--- src/hdl/rtcpi_params.svh ---
`ifndef RTCPI_PARAMS_SVH
`define RTCPI_PARAMS_SVH

// ----------------------------------------------------------------------
// register indices (byte address is four times the index)
// ----------------------------------------------------------------------
`define RTCPI_IDX_SECONDS 4'h0
`define RTCPI_IDX_MINUTES 4'h1
`define RTCPI_IDX_HOURS 4'h2
`define RTCPI_IDX_RATE_TRIM 4'h7
`define RTCPI_IDX_CTRL_FIRST 4'hE
`define RTCPI_IDX_CTRL_SECOND 4'hF

// ----------------------------------------------------------------------
// reset values and field positions
// ----------------------------------------------------------------------
`define RTCPI_RST_RATE_TRIM 8'h00
`define RTCPI_RST_CTRL_FIRST 8'h00
`define RTCPI_TRIM_TEST_BIT 7
`define RTCPI_C2_PON_BIT 4
`define RTCPI_C2_PFLAG_BIT 2
`define RTCPI_TRIM_SLOW_MIN 7'h02
`define RTCPI_TRIM_FAST_MIN 7'h42
`define RTCPI_TRIM_FAST_BASE 8'h80

// ----------------------------------------------------------------------
// timing
// ----------------------------------------------------------------------
`define RTCPI_OSC_HZ 32768
`define RTCPI_TICKS_PER_STEP 2
`define RTCPI_TRIM_PERIOD_S 20
`define RTCPI_LAG_US 46
`define RTCPI_LAG_TICKS ((`RTCPI_LAG_US * `RTCPI_OSC_HZ + 999999) / 1000000)
`define RTCPI_HALF_PHASE 15'h4000

`endif

--- src/hdl/rtcpi_pkg.sv ---
`include "rtcpi_params.svh"

package rtcpi_pkg;

   // ----------------------------------------------------------------------
   // types
   // ----------------------------------------------------------------------
   typedef enum logic [2:0] {
      PM_OFF         = 3'b000,
      PM_PULSE_2HZ   = 3'b001,
      PM_PULSE_1HZ   = 3'b010,
      PM_LEVEL_SEC   = 3'b011,
      PM_LEVEL_MIN   = 3'b100,
      PM_LEVEL_HOUR  = 3'b101,
      PM_LEVEL_MONTH = 3'b110,
      PM_OFF_ALT     = 3'b111
   } rtcpi_mode_e;

   typedef struct packed {
      logic psel;
      logic penable;
      logic pwrite;
      logic [5:0] paddr;
      logic [31:0] pwdata;
   } rtcpi_apb_req_s;

   typedef struct packed {
      logic fast;
      logic [5:0] steps;
   } rtcpi_trim_s;

   // ----------------------------------------------------------------------
   // offset code decode
   // ----------------------------------------------------------------------
   function automatic rtcpi_trim_s rtcpi_trim_decode(input logic [6:0] code);
      rtcpi_trim_s t;
      t = '0;
      t.fast = code[6];
      if (!code[6]) begin
         t.steps = (code < `RTCPI_TRIM_SLOW_MIN) ? 6'h00 : 6'(code - 7'h01);
      end else begin
         t.steps = (code < `RTCPI_TRIM_FAST_MIN) ? 6'h00 : 6'(`RTCPI_TRIM_FAST_BASE - {1'b0, code});
      end
      return t;
   endfunction : rtcpi_trim_decode

endpackage : rtcpi_pkg

--- src/hdl/rtcpi_trim_irq.sv ---
// How it works
// - seven-bit offset code trims timekeeping in 3.05 ppm steps, up to 189.1 ppm
// - trim touches only the time counters; reference output stays untrimmed
// - correction applied once per twenty seconds, at seconds 00, 20 and 40
// - codes 02h..3Fh slow by code minus one steps; 00h, 01h do nothing
// - codes 7Fh..42h speed up by 128 minus code steps; 41h, 40h do nothing
// - power-on flag loads defaults: offset and first control register zero
// - periodic interrupt at 2 Hz, 1 Hz, minute, hour or monthly
// - pulse waveform at 2 Hz or 1 Hz, level waveform for second..month
// - periodic state mirrored in a readable flag for polling
// - pulse mode: seconds increment lags the pin falling edge by two oscillator ticks (46 us rounded up, about 61 us)
// - pulse mode: writing seconds drives the pin low and realigns the train
// - level mode: seconds increment coincides with pin falling edge
// - correction stretches or shrinks the interrupt period once per 20 s
// - 1 Hz pulse: correction changes only the high phase, up to 3.784 ms
// - 2 Hz pulse: correction changes only a low phase, up to 3.784 ms
// - level mode: one-second period changes by at most 3.784 ms
// - read-only status bits read zero and ignore writes
`timescale 1ns/1ps

`include "rtcpi_params.svh"

module rtcpi_trim_irq
   import rtcpi_pkg::*;
#(
   parameter int unsigned TICKS_PER_STEP = `RTCPI_TICKS_PER_STEP
) (
   // clock and reset
   input wire logic mclk,
   input wire logic rst_n,
   // apb slave
   input wire rtcpi_apb_req_s apb_req,
   output logic [31:0] prdata,
   output logic pready,
   output logic pslverr,
   // oscillator and supply monitor pins
   input wire logic osc_32k,
   input wire logic power_on_detect,
   // calendar event
   input wire logic month_first_day,
   // pins and status
   output logic ref_freq_out_pin,
   output logic irq_out,
   output logic irq_oe,
   output logic trim_test_mode
);

   // ----------------------------------------------------------------------
   // elaboration checks
   // ----------------------------------------------------------------------
   localparam logic [14:0] LAG_TICKS = 15'(`RTCPI_LAG_TICKS);

   if (TICKS_PER_STEP < 1 || TICKS_PER_STEP * 63 > 255) begin : g_step_check
      $error("TICKS_PER_STEP out of range");
   end

   // ----------------------------------------------------------------------
   // pin synchronisers
   // ----------------------------------------------------------------------
   logic [2:0] osc_sync_r;
   logic [2:0] pon_sync_r;

   always_ff @(posedge mclk or negedge rst_n) begin
      if (!rst_n) begin
         osc_sync_r <= 3'h0;
         pon_sync_r <= 3'h0;
      end else begin
         osc_sync_r <= {osc_sync_r[1:0], osc_32k};
         pon_sync_r <= {pon_sync_r[1:0], power_on_detect};
      end
   end

   wire tick = osc_sync_r[1] & ~osc_sync_r[2];
   wire pon_rise = pon_sync_r[1] & ~pon_sync_r[2];

   // untrimmed oscillator copy
   assign ref_freq_out_pin = osc_sync_r[2];

   // ----------------------------------------------------------------------
   // apb decode
   // ----------------------------------------------------------------------
   wire setup = apb_req.psel & ~apb_req.penable;
   wire access = apb_req.psel & apb_req.penable;
   wire [3:0] idx = apb_req.paddr[5:2];
   wire aligned = (apb_req.paddr[1:0] == 2'h0);
   wire hit_sec = aligned & (idx == `RTCPI_IDX_SECONDS);
   wire hit_min = aligned & (idx == `RTCPI_IDX_MINUTES);
   wire hit_hour = aligned & (idx == `RTCPI_IDX_HOURS);
   wire hit_trim = aligned & (idx == `RTCPI_IDX_RATE_TRIM);
   wire hit_c1 = aligned & (idx == `RTCPI_IDX_CTRL_FIRST);
   wire hit_c2 = aligned & (idx == `RTCPI_IDX_CTRL_SECOND);
   wire mapped = hit_sec | hit_min | hit_hour | hit_trim | hit_c1 | hit_c2;
   wire wr_en = access & apb_req.pwrite & mapped;
   wire wr_sec = wr_en & hit_sec;
   wire wr_trim = wr_en & hit_trim;
   wire wr_c1 = wr_en & hit_c1;
   wire wr_c2 = wr_en & hit_c2;

   assign pready = 1'b1;
   assign pslverr = access & ~mapped;

   // ----------------------------------------------------------------------
   // registers
   // ----------------------------------------------------------------------
   logic [7:0] trim_r;
   logic [7:0] ctrl1_r;
   logic pon_r;
   logic pflag_r;
   logic [5:0] sec_r;
   logic [5:0] min_r;
   logic [4:0] hour_r;
   logic [14:0] ph_r;
   logic [7:0] adj_left_r;
   logic adj_fast_r;
   logic irq_oe_r;
   logic [31:0] prdata_r;

   wire rtcpi_mode_e mode = rtcpi_mode_e'(ctrl1_r[2:0]);
   wire pulse_mode = (mode == PM_PULSE_2HZ) | (mode == PM_PULSE_1HZ);
   wire level_mode = (mode == PM_LEVEL_SEC) | (mode == PM_LEVEL_MIN) |
                     (mode == PM_LEVEL_HOUR) | (mode == PM_LEVEL_MONTH);

   assign trim_test_mode = trim_r[`RTCPI_TRIM_TEST_BIT];

   // ----------------------------------------------------------------------
   // time base with rate trim
   // ----------------------------------------------------------------------
   wire rtcpi_trim_s trim_dec = rtcpi_trim_decode(trim_r[6:0]);
   wire [7:0] trim_ticks = 8'(trim_dec.steps * TICKS_PER_STEP);

   // correction sits in the second half of seconds 00, 20 and 40: high phase at 1 Hz, low phase at 2 Hz
   wire adj_zone = (ph_r >= `RTCPI_HALF_PHASE) & (adj_left_r != 8'h00);
   wire [14:0] ph_hold = ph_r;
   wire [14:0] ph_skip = ph_r + 15'h0002;
   wire [14:0] ph_step = ph_r + 15'h0001;
   wire [14:0] ph_nxt = !tick ? ph_r :
                        (adj_zone & ~adj_fast_r) ? ph_hold :
                        (adj_zone & adj_fast_r) ? ph_skip : ph_step;
   wire [14:0] sec_phase = pulse_mode ? LAG_TICKS : 15'h0000;
   wire sec_edge = tick & (ph_nxt != ph_r) & (ph_nxt == sec_phase) & ~wr_sec;
   wire [5:0] sec_nxt = (sec_r == 6'd59) ? 6'h00 : sec_r + 6'h01;
   wire min_edge = sec_edge & (sec_r == 6'd59);
   wire hour_edge = min_edge & (min_r == 6'd59);
   wire trim_slot = (sec_nxt == 6'd0) | (sec_nxt == 6'(`RTCPI_TRIM_PERIOD_S)) |
                    (sec_nxt == 6'(2 * `RTCPI_TRIM_PERIOD_S));

   always_ff @(posedge mclk or negedge rst_n) begin
      if (!rst_n) begin
         ph_r <= 15'h0000;
      end else if (wr_sec) begin
         ph_r <= LAG_TICKS;
      end else begin
         ph_r <= ph_nxt;
      end
   end

   always_ff @(posedge mclk or negedge rst_n) begin
      if (!rst_n) begin
         adj_left_r <= 8'h00;
         adj_fast_r <= 1'b0;
      end else if (sec_edge & trim_slot) begin
         adj_left_r <= trim_ticks;
         adj_fast_r <= trim_dec.fast;
      end else if (tick & adj_zone & ~wr_sec) begin
         adj_left_r <= adj_left_r - 8'h01;
      end
   end

   always_ff @(posedge mclk or negedge rst_n) begin
      if (!rst_n) begin
         sec_r <= 6'h00;
      end else if (wr_sec) begin
         sec_r <= (apb_req.pwdata[5:0] > 6'd59) ? 6'h00 : apb_req.pwdata[5:0];
      end else if (sec_edge) begin
         sec_r <= sec_nxt;
      end
   end

   always_ff @(posedge mclk or negedge rst_n) begin
      if (!rst_n) begin
         min_r <= 6'h00;
         hour_r <= 5'h00;
      end else if (min_edge) begin
         min_r <= (min_r == 6'd59) ? 6'h00 : min_r + 6'h01;
         if (hour_edge) begin
            hour_r <= (hour_r == 5'd23) ? 5'h00 : hour_r + 5'h01;
         end
      end
   end

   // ----------------------------------------------------------------------
   // periodic interrupt
   // ----------------------------------------------------------------------
   wire pulse_low = ((mode == PM_PULSE_1HZ) & ~ph_r[14]) |
                    ((mode == PM_PULSE_2HZ) & ~ph_r[13]);
   wire level_event = ((mode == PM_LEVEL_SEC) & sec_edge) |
                      ((mode == PM_LEVEL_MIN) & min_edge) |
                      ((mode == PM_LEVEL_HOUR) & hour_edge) |
                      ((mode == PM_LEVEL_MONTH) & month_first_day);
   wire pflag_clr = wr_c2 & ~apb_req.pwdata[`RTCPI_C2_PFLAG_BIT];
   wire pon_clr = wr_c2 & ~apb_req.pwdata[`RTCPI_C2_PON_BIT];
   wire irq_drive = pulse_low | (level_mode & pflag_r);
   wire flag_view = pulse_mode ? pulse_low : pflag_r;

   always_ff @(posedge mclk or negedge rst_n) begin
      if (!rst_n) begin
         pflag_r <= 1'b0;
         irq_oe_r <= 1'b0;
      end else begin
         pflag_r <= level_event | (pflag_r & ~pflag_clr & ~pon_rise);
         irq_oe_r <= irq_drive;
      end
   end

   assign irq_out = 1'b0;
   assign irq_oe = irq_oe_r;

   // ----------------------------------------------------------------------
   // control registers and power-on defaults
   // ----------------------------------------------------------------------
   always_ff @(posedge mclk or negedge rst_n) begin
      if (!rst_n) begin
         trim_r <= `RTCPI_RST_RATE_TRIM;
         ctrl1_r <= `RTCPI_RST_CTRL_FIRST;
         pon_r <= 1'b1;
      end else if (pon_rise) begin
         trim_r <= `RTCPI_RST_RATE_TRIM;
         ctrl1_r <= `RTCPI_RST_CTRL_FIRST;
         pon_r <= 1'b1;
      end else begin
         if (wr_trim) begin
            trim_r <= apb_req.pwdata[7:0];
         end
         if (wr_c1) begin
            ctrl1_r <= apb_req.pwdata[7:0];
         end
         if (pon_clr) begin
            pon_r <= 1'b0;
         end
      end
   end

   // ----------------------------------------------------------------------
   // read data, latched in the setup phase
   // ----------------------------------------------------------------------
   wire [7:0] c2_view = {3'b000, pon_r, 1'b0, flag_view, 2'b00};
   wire [7:0] rd_byte = hit_sec ? {2'b00, sec_r} :
                        hit_min ? {2'b00, min_r} :
                        hit_hour ? {3'b000, hour_r} :
                        hit_trim ? trim_r :
                        hit_c1 ? ctrl1_r :
                        hit_c2 ? c2_view : 8'h00;

   always_ff @(posedge mclk or negedge rst_n) begin
      if (!rst_n) begin
         prdata_r <= 32'h0000_0000;
      end else if (setup) begin
         prdata_r <= {24'h000000, rd_byte};
      end
   end

   assign prdata = prdata_r;
endmodule : rtcpi_trim_irq

--- config.mk ---
export PLATFORM = sky130hd
export DESIGN_NAME = rtcpi_trim_irq
export DESIGN_NICKNAME = d
export VERILOG_FILES = /design/src/hdl/rtcpi_pkg.sv /design/src/hdl/rtcpi_trim_irq.sv
export VERILOG_INCLUDE_DIRS = /design/src /design/src/hdl
export SDC_FILE = /design/constraint.sdc
export NUM_CORES = 1
export LEC_CHECK = 0
export BUFFER_PORTS_ARGS = -buffer_cell sky130_fd_sc_hd__buf_4
export CAP_MARGIN = 20
export CORE_AREA = 2 2 104 86
export CTS_CLUSTER_SIZE = 24
export DETAILED_ROUTE_END_ITERATION = 7
export DIE_AREA = 0 0 106 88
export PLACE_DENSITY = 0.87
export RECOVER_POWER = 100
export SKIP_CTS_REPAIR_TIMING = 1
export SLEW_MARGIN = 10
export SYNTH_ARGS = -nofsm -noshare
export SYNTH_HDL_FRONTEND = slang
export SYNTH_SLANG_ARGS = --single-unit
--- constraint.sdc ---
create_clock -name mclk -period 8 [get_ports mclk]
set_input_delay 1.2 -clock mclk [delete_from_list [all_inputs] [get_ports mclk]]
set_output_delay 1.2 -clock mclk [all_outputs]
set_load 0.02 [all_outputs]
==> summary.md <==
| Metric | Value |
|---|---|
| Status | finished with violations |
| Failing checks | max-capacitance violations, max-slew violations |
| PD cells | 207.0 nW/um^2 |
| Cells after Synth | 553 |
| DR pass1 iterations | 5 |
| Critical path required time | 8260 ps |
| Post-synth ARST share | 100.0% |
| Period minus WS final | roughly 4600 ps |
| Vias | between 4000 and 5000 |
| GPL Wtd Cong | 0.9062 |
| Num ports | 84 |
| Synth Area in Simple Gates | a little under a quarter |
| Core area | about 8300 um^2 |
| Final hold viol count | 0 |
| Largest net degree at the start of global routing | 75 |
| Die Height | 88 um |
| Num CTS Buffers | 9 |
| HPWL after detailed placement | roughly 8.1 mm |
| Clk_skew | 12.05 ps |
| Die area | ~9300 um^2 |
| Final wirelength | between 10 and 15 mm |
| Mapped Area | 4981 um^2 |
| Area grow syn2layout | 5.426% |
| Clock buffer depth | 2 |
| Initial antenna violation count | 0 |
| Starting Density | roughly 60% |
| CTS tree | built |
| Critical path type | reg -> reg |
| Antenna cells | 0 |
| CTS Root Cell | clkbuf_8 |
| FMAX | 0.2174 GHz |
| RSZ-0062 raised after global routing | false |
| Multiplexer share of the synthesized area | 9.370% |
| EDFF count, synth | 0 |
| Relative slew slack | -159.8% |
| CTS HTree Levels | 3 |
| Port bufs | 33 |
| Pins Over Slew Limit | 75 |
| Critical Path Sink Type | register |
| Peak VDD IR | 0.0001735 V |
| Layout Utilization | 63.30% |
| TritonCTS Sinks | 74 |
| Ys Warns | 0 |
| Syn_area_per_cell | 9.007 um^2 |
| Antenna-violating nets left | 0 |
| Global-route wire length before repair | around 19 mm |
| Crit path DAT | 4860 ps |
| Net count, final | 616 |
| Crit-path max FO | 11 |
| Worst skew pair latency | 370 ps |
| Clock transition at path regs | 80 ps |
| CP Launch Type | register |
| DRC errors left | 0 |
| Finish-stage setup viols | 0 |
| Fin crit share | approximately 58% |
| Global route total overflow | 0 |
| Top_reg_cell synth | dfrtp_1 |
| Synth Area in Compound Gates | ~14% |
| Adder-Cell Fraction of Synth Area | 2.010% |
| Largest family of logic cells by synthesized area | simple AND/OR/NAND/NOR gates |
| Hold Crit Class | reg -> reg |
| Iteration-0 DRC Markers | roughly 440 |
| Layout cells sized above 1 | 10.05% |
| Synthesis-stage register bit count | 74 |
| Slew @ Worst Pin | 3898 ps |
| Vias in the first global route | 3854 |
| Vias per cell | 6.230 |
| Seq/Total Area, Yosys | 37.20% |
| # Max-Cap Violations | 1 |
| Setup_tns | 0 ps |
| Die W | about 110 um |
| Total GRT Usage | 26.31% |
| Synth Area in XOR/XNOR | slightly below 6% |
| Static Leak | 2.244 nW |
| Synth cell types | 82 |
| WL per Instance | 17.05 um |
| Num rows | 30 |
==> layer usage <==
metal | global-route usage, % | vias to the layer above | part of all wire, %
li1 | - | 1933 | -
met1 | 36.64 | 2051 | 44
met2 | 40.70 | 215 | 46
met3 | 6.027 | 31 | 7.7
met4 | 9.569 | 0 | 2.1
met5 | 0 | - | 0
==> power by group <==
group	total, mW	internal, mW	switching (mW)
Clock	0.345	0.188	0.157
Sequential	0.481	0.410	0.0712
Combinational	0.261	0.114	0.147
==> cells in the final DEF (no fill, tap or decap), types with 4 or more instances in the layout <==
cell type  netlist  final
inv_1           14     14
and2_1          10      6
clkbuf_1        29     18
dfrtp_1         73     73
conb_1           2     26
xor2_1          11     11
nor2_1          57     58
xnor2_1         22     22
a31oi_1          5      5
nand2_1         51     51
nand2b_1         5      5
mux2i_1         32     32
a22oi_1          6      6
a21oi_1         17     17
and3_1           5      5
a221oi_1         4      4
and2_0           0      4
or4_1            6      6
nor2b_1          8      8
o21ai_0         23     24
nor3_1           8      9
or3_1            5      5
nand4_1         10     10
o211ai_1         4      4
clkbuf_8         0     10
buf_4           27     16
mux2_2           8      7
nor4_1           9     10
ha_1             8      8
mux2_1           3      4
nand3_1         21     21
==> worst max-delay path, stage by stage, from the launching register on <==
cell and delay (ps):
dfrtp_1 420, inv_1 70, ha_1 190, or3b_2 550, o21ai_0 830, and4_1 360
o311ai_0 160, nor4_1 660, nand4_1 570, nor2_1 320, mux2_2 370
==> synthesized netlist by cell type (3+ instances only) <==
library cell / number / area share (%)
a22oi_1: 6 / 0.90
nor3b_1: 3 / 0.45
a21oi_1: 17 / 1.7
o31ai_1: 3 / 0.45
nor4_1: 9 / 1.1
dfrtp_1: 73 / 37
nand2_1: 51 / 3.8
or3_1: 5 / 0.63
nor2b_1: 8 / 1.0
or4_1: 6 / 0.90
and2_1: 10 / 1.3
nand2b_1: 5 / 0.63
ha_1: 8 / 2.0
mux2_1: 3 / 0.68
o22ai_1: 3 / 0.38
o21ai_0: 23 / 2.3
nand4_1: 10 / 1.3
o211ai_1: 4 / 0.60
and3_1: 5 / 0.63
or4b_2: 3 / 0.60
a31oi_1: 5 / 0.63
mux2_2: 8 / 1.8
clkbuf_1: 29 / 2.2
buf_1: 3 / 0.23
mux2i_1: 32 / 6.4
nor2_1: 57 / 4.3
a221oi_1: 4 / 0.70
nor3_1: 8 / 0.80
nand3_1: 21 / 2.1
inv_1: 14 / 1.1
xnor2_1: 22 / 3.9
xor2_1: 11 / 1.9
buf_4: 27 / 4.1
==> per-stage QoR <==
step | power, mW | instances | worst slack, ps | cell area, um^2 | hold WS, ps
detailed placement | 0.7467 | 662 | 3938 | 5130 | 335.5
global placement | 0.7327 | 662 | 3988 | 5130 | 331.9
finish | 1.087 | 679 | 3400 | 5251 | 358.1
CTS | 1.092 | 678 | 4168 | 5365 | 360.9
global route | 1.147 | 679 | 2746 | 5251 | 369.6
floorplan | 0.6890 | 577 | 4292 | 5071 | 331.2
==> area by class of cell <==
| class | instances | area, um^2 |
|---|---|---|
| fill | 650 | 3044 |
| multi-input combinational | 427 | 2768 |
| sequential | 74 | 1853 |
| timing repair buffer | 36 | 202.7 |
| tap | 112 | 140.1 |
| clock buffer | 10 | 137.6 |
| clock inverter | 6 | 97.59 |
| inverter | 14 | 52.55 |
==> path summary, 6_finish.rpt <==
path	start	end	slack (ps)	cells after the start
worst max-delay path	adj_left_r[0]$_DFFE_PN0P_	hour_r[1]$_DFFE_PN0P_	3400	10
worst min-delay path	pon_sync_r[0]$_DFF_PN0_	pon_sync_r[1]$_DFF_PN0_	360	0
worst max register to register	adj_left_r[0]$_DFFE_PN0P_	hour_r[1]$_DFFE_PN0P_	3400	10
worst min register to register	pon_sync_r[0]$_DFF_PN0_	pon_sync_r[1]$_DFF_PN0_	360	0
max in group asynchronous	rst_n	trim_r[6]$_DFFE_PN0P_	3630	1
min in group asynchronous	rst_n	adj_left_r[0]$_DFFE_PN0P_	2160	1
==> registers in the layout (all words and copies together) (netlist names) <==
signal      flops
ctrl1_r         8
adj_fast_r      1
min_r           6
pon_sync_r      3
trim_r          8
hour_r          5
pflag_r         1
sec_r           6
irq_oe          1
osc_sync_r      3
ph_hold        15
adj_left_r      8
pon_r           1
prdata          8
==> cells by family after synthesis <==
| logic type | count (synthesis) |
|---|---|
| xor+xnor | 33 |
| fa+ha+maj | 8 |
| simple gates | 219 |
| other cells | 2 |
| compound gates | 97 |
| flops | 74 |
| mux | 44 |
| buf+inv | 76 |
Note: power is estimated with default switching activity, not from simulation.
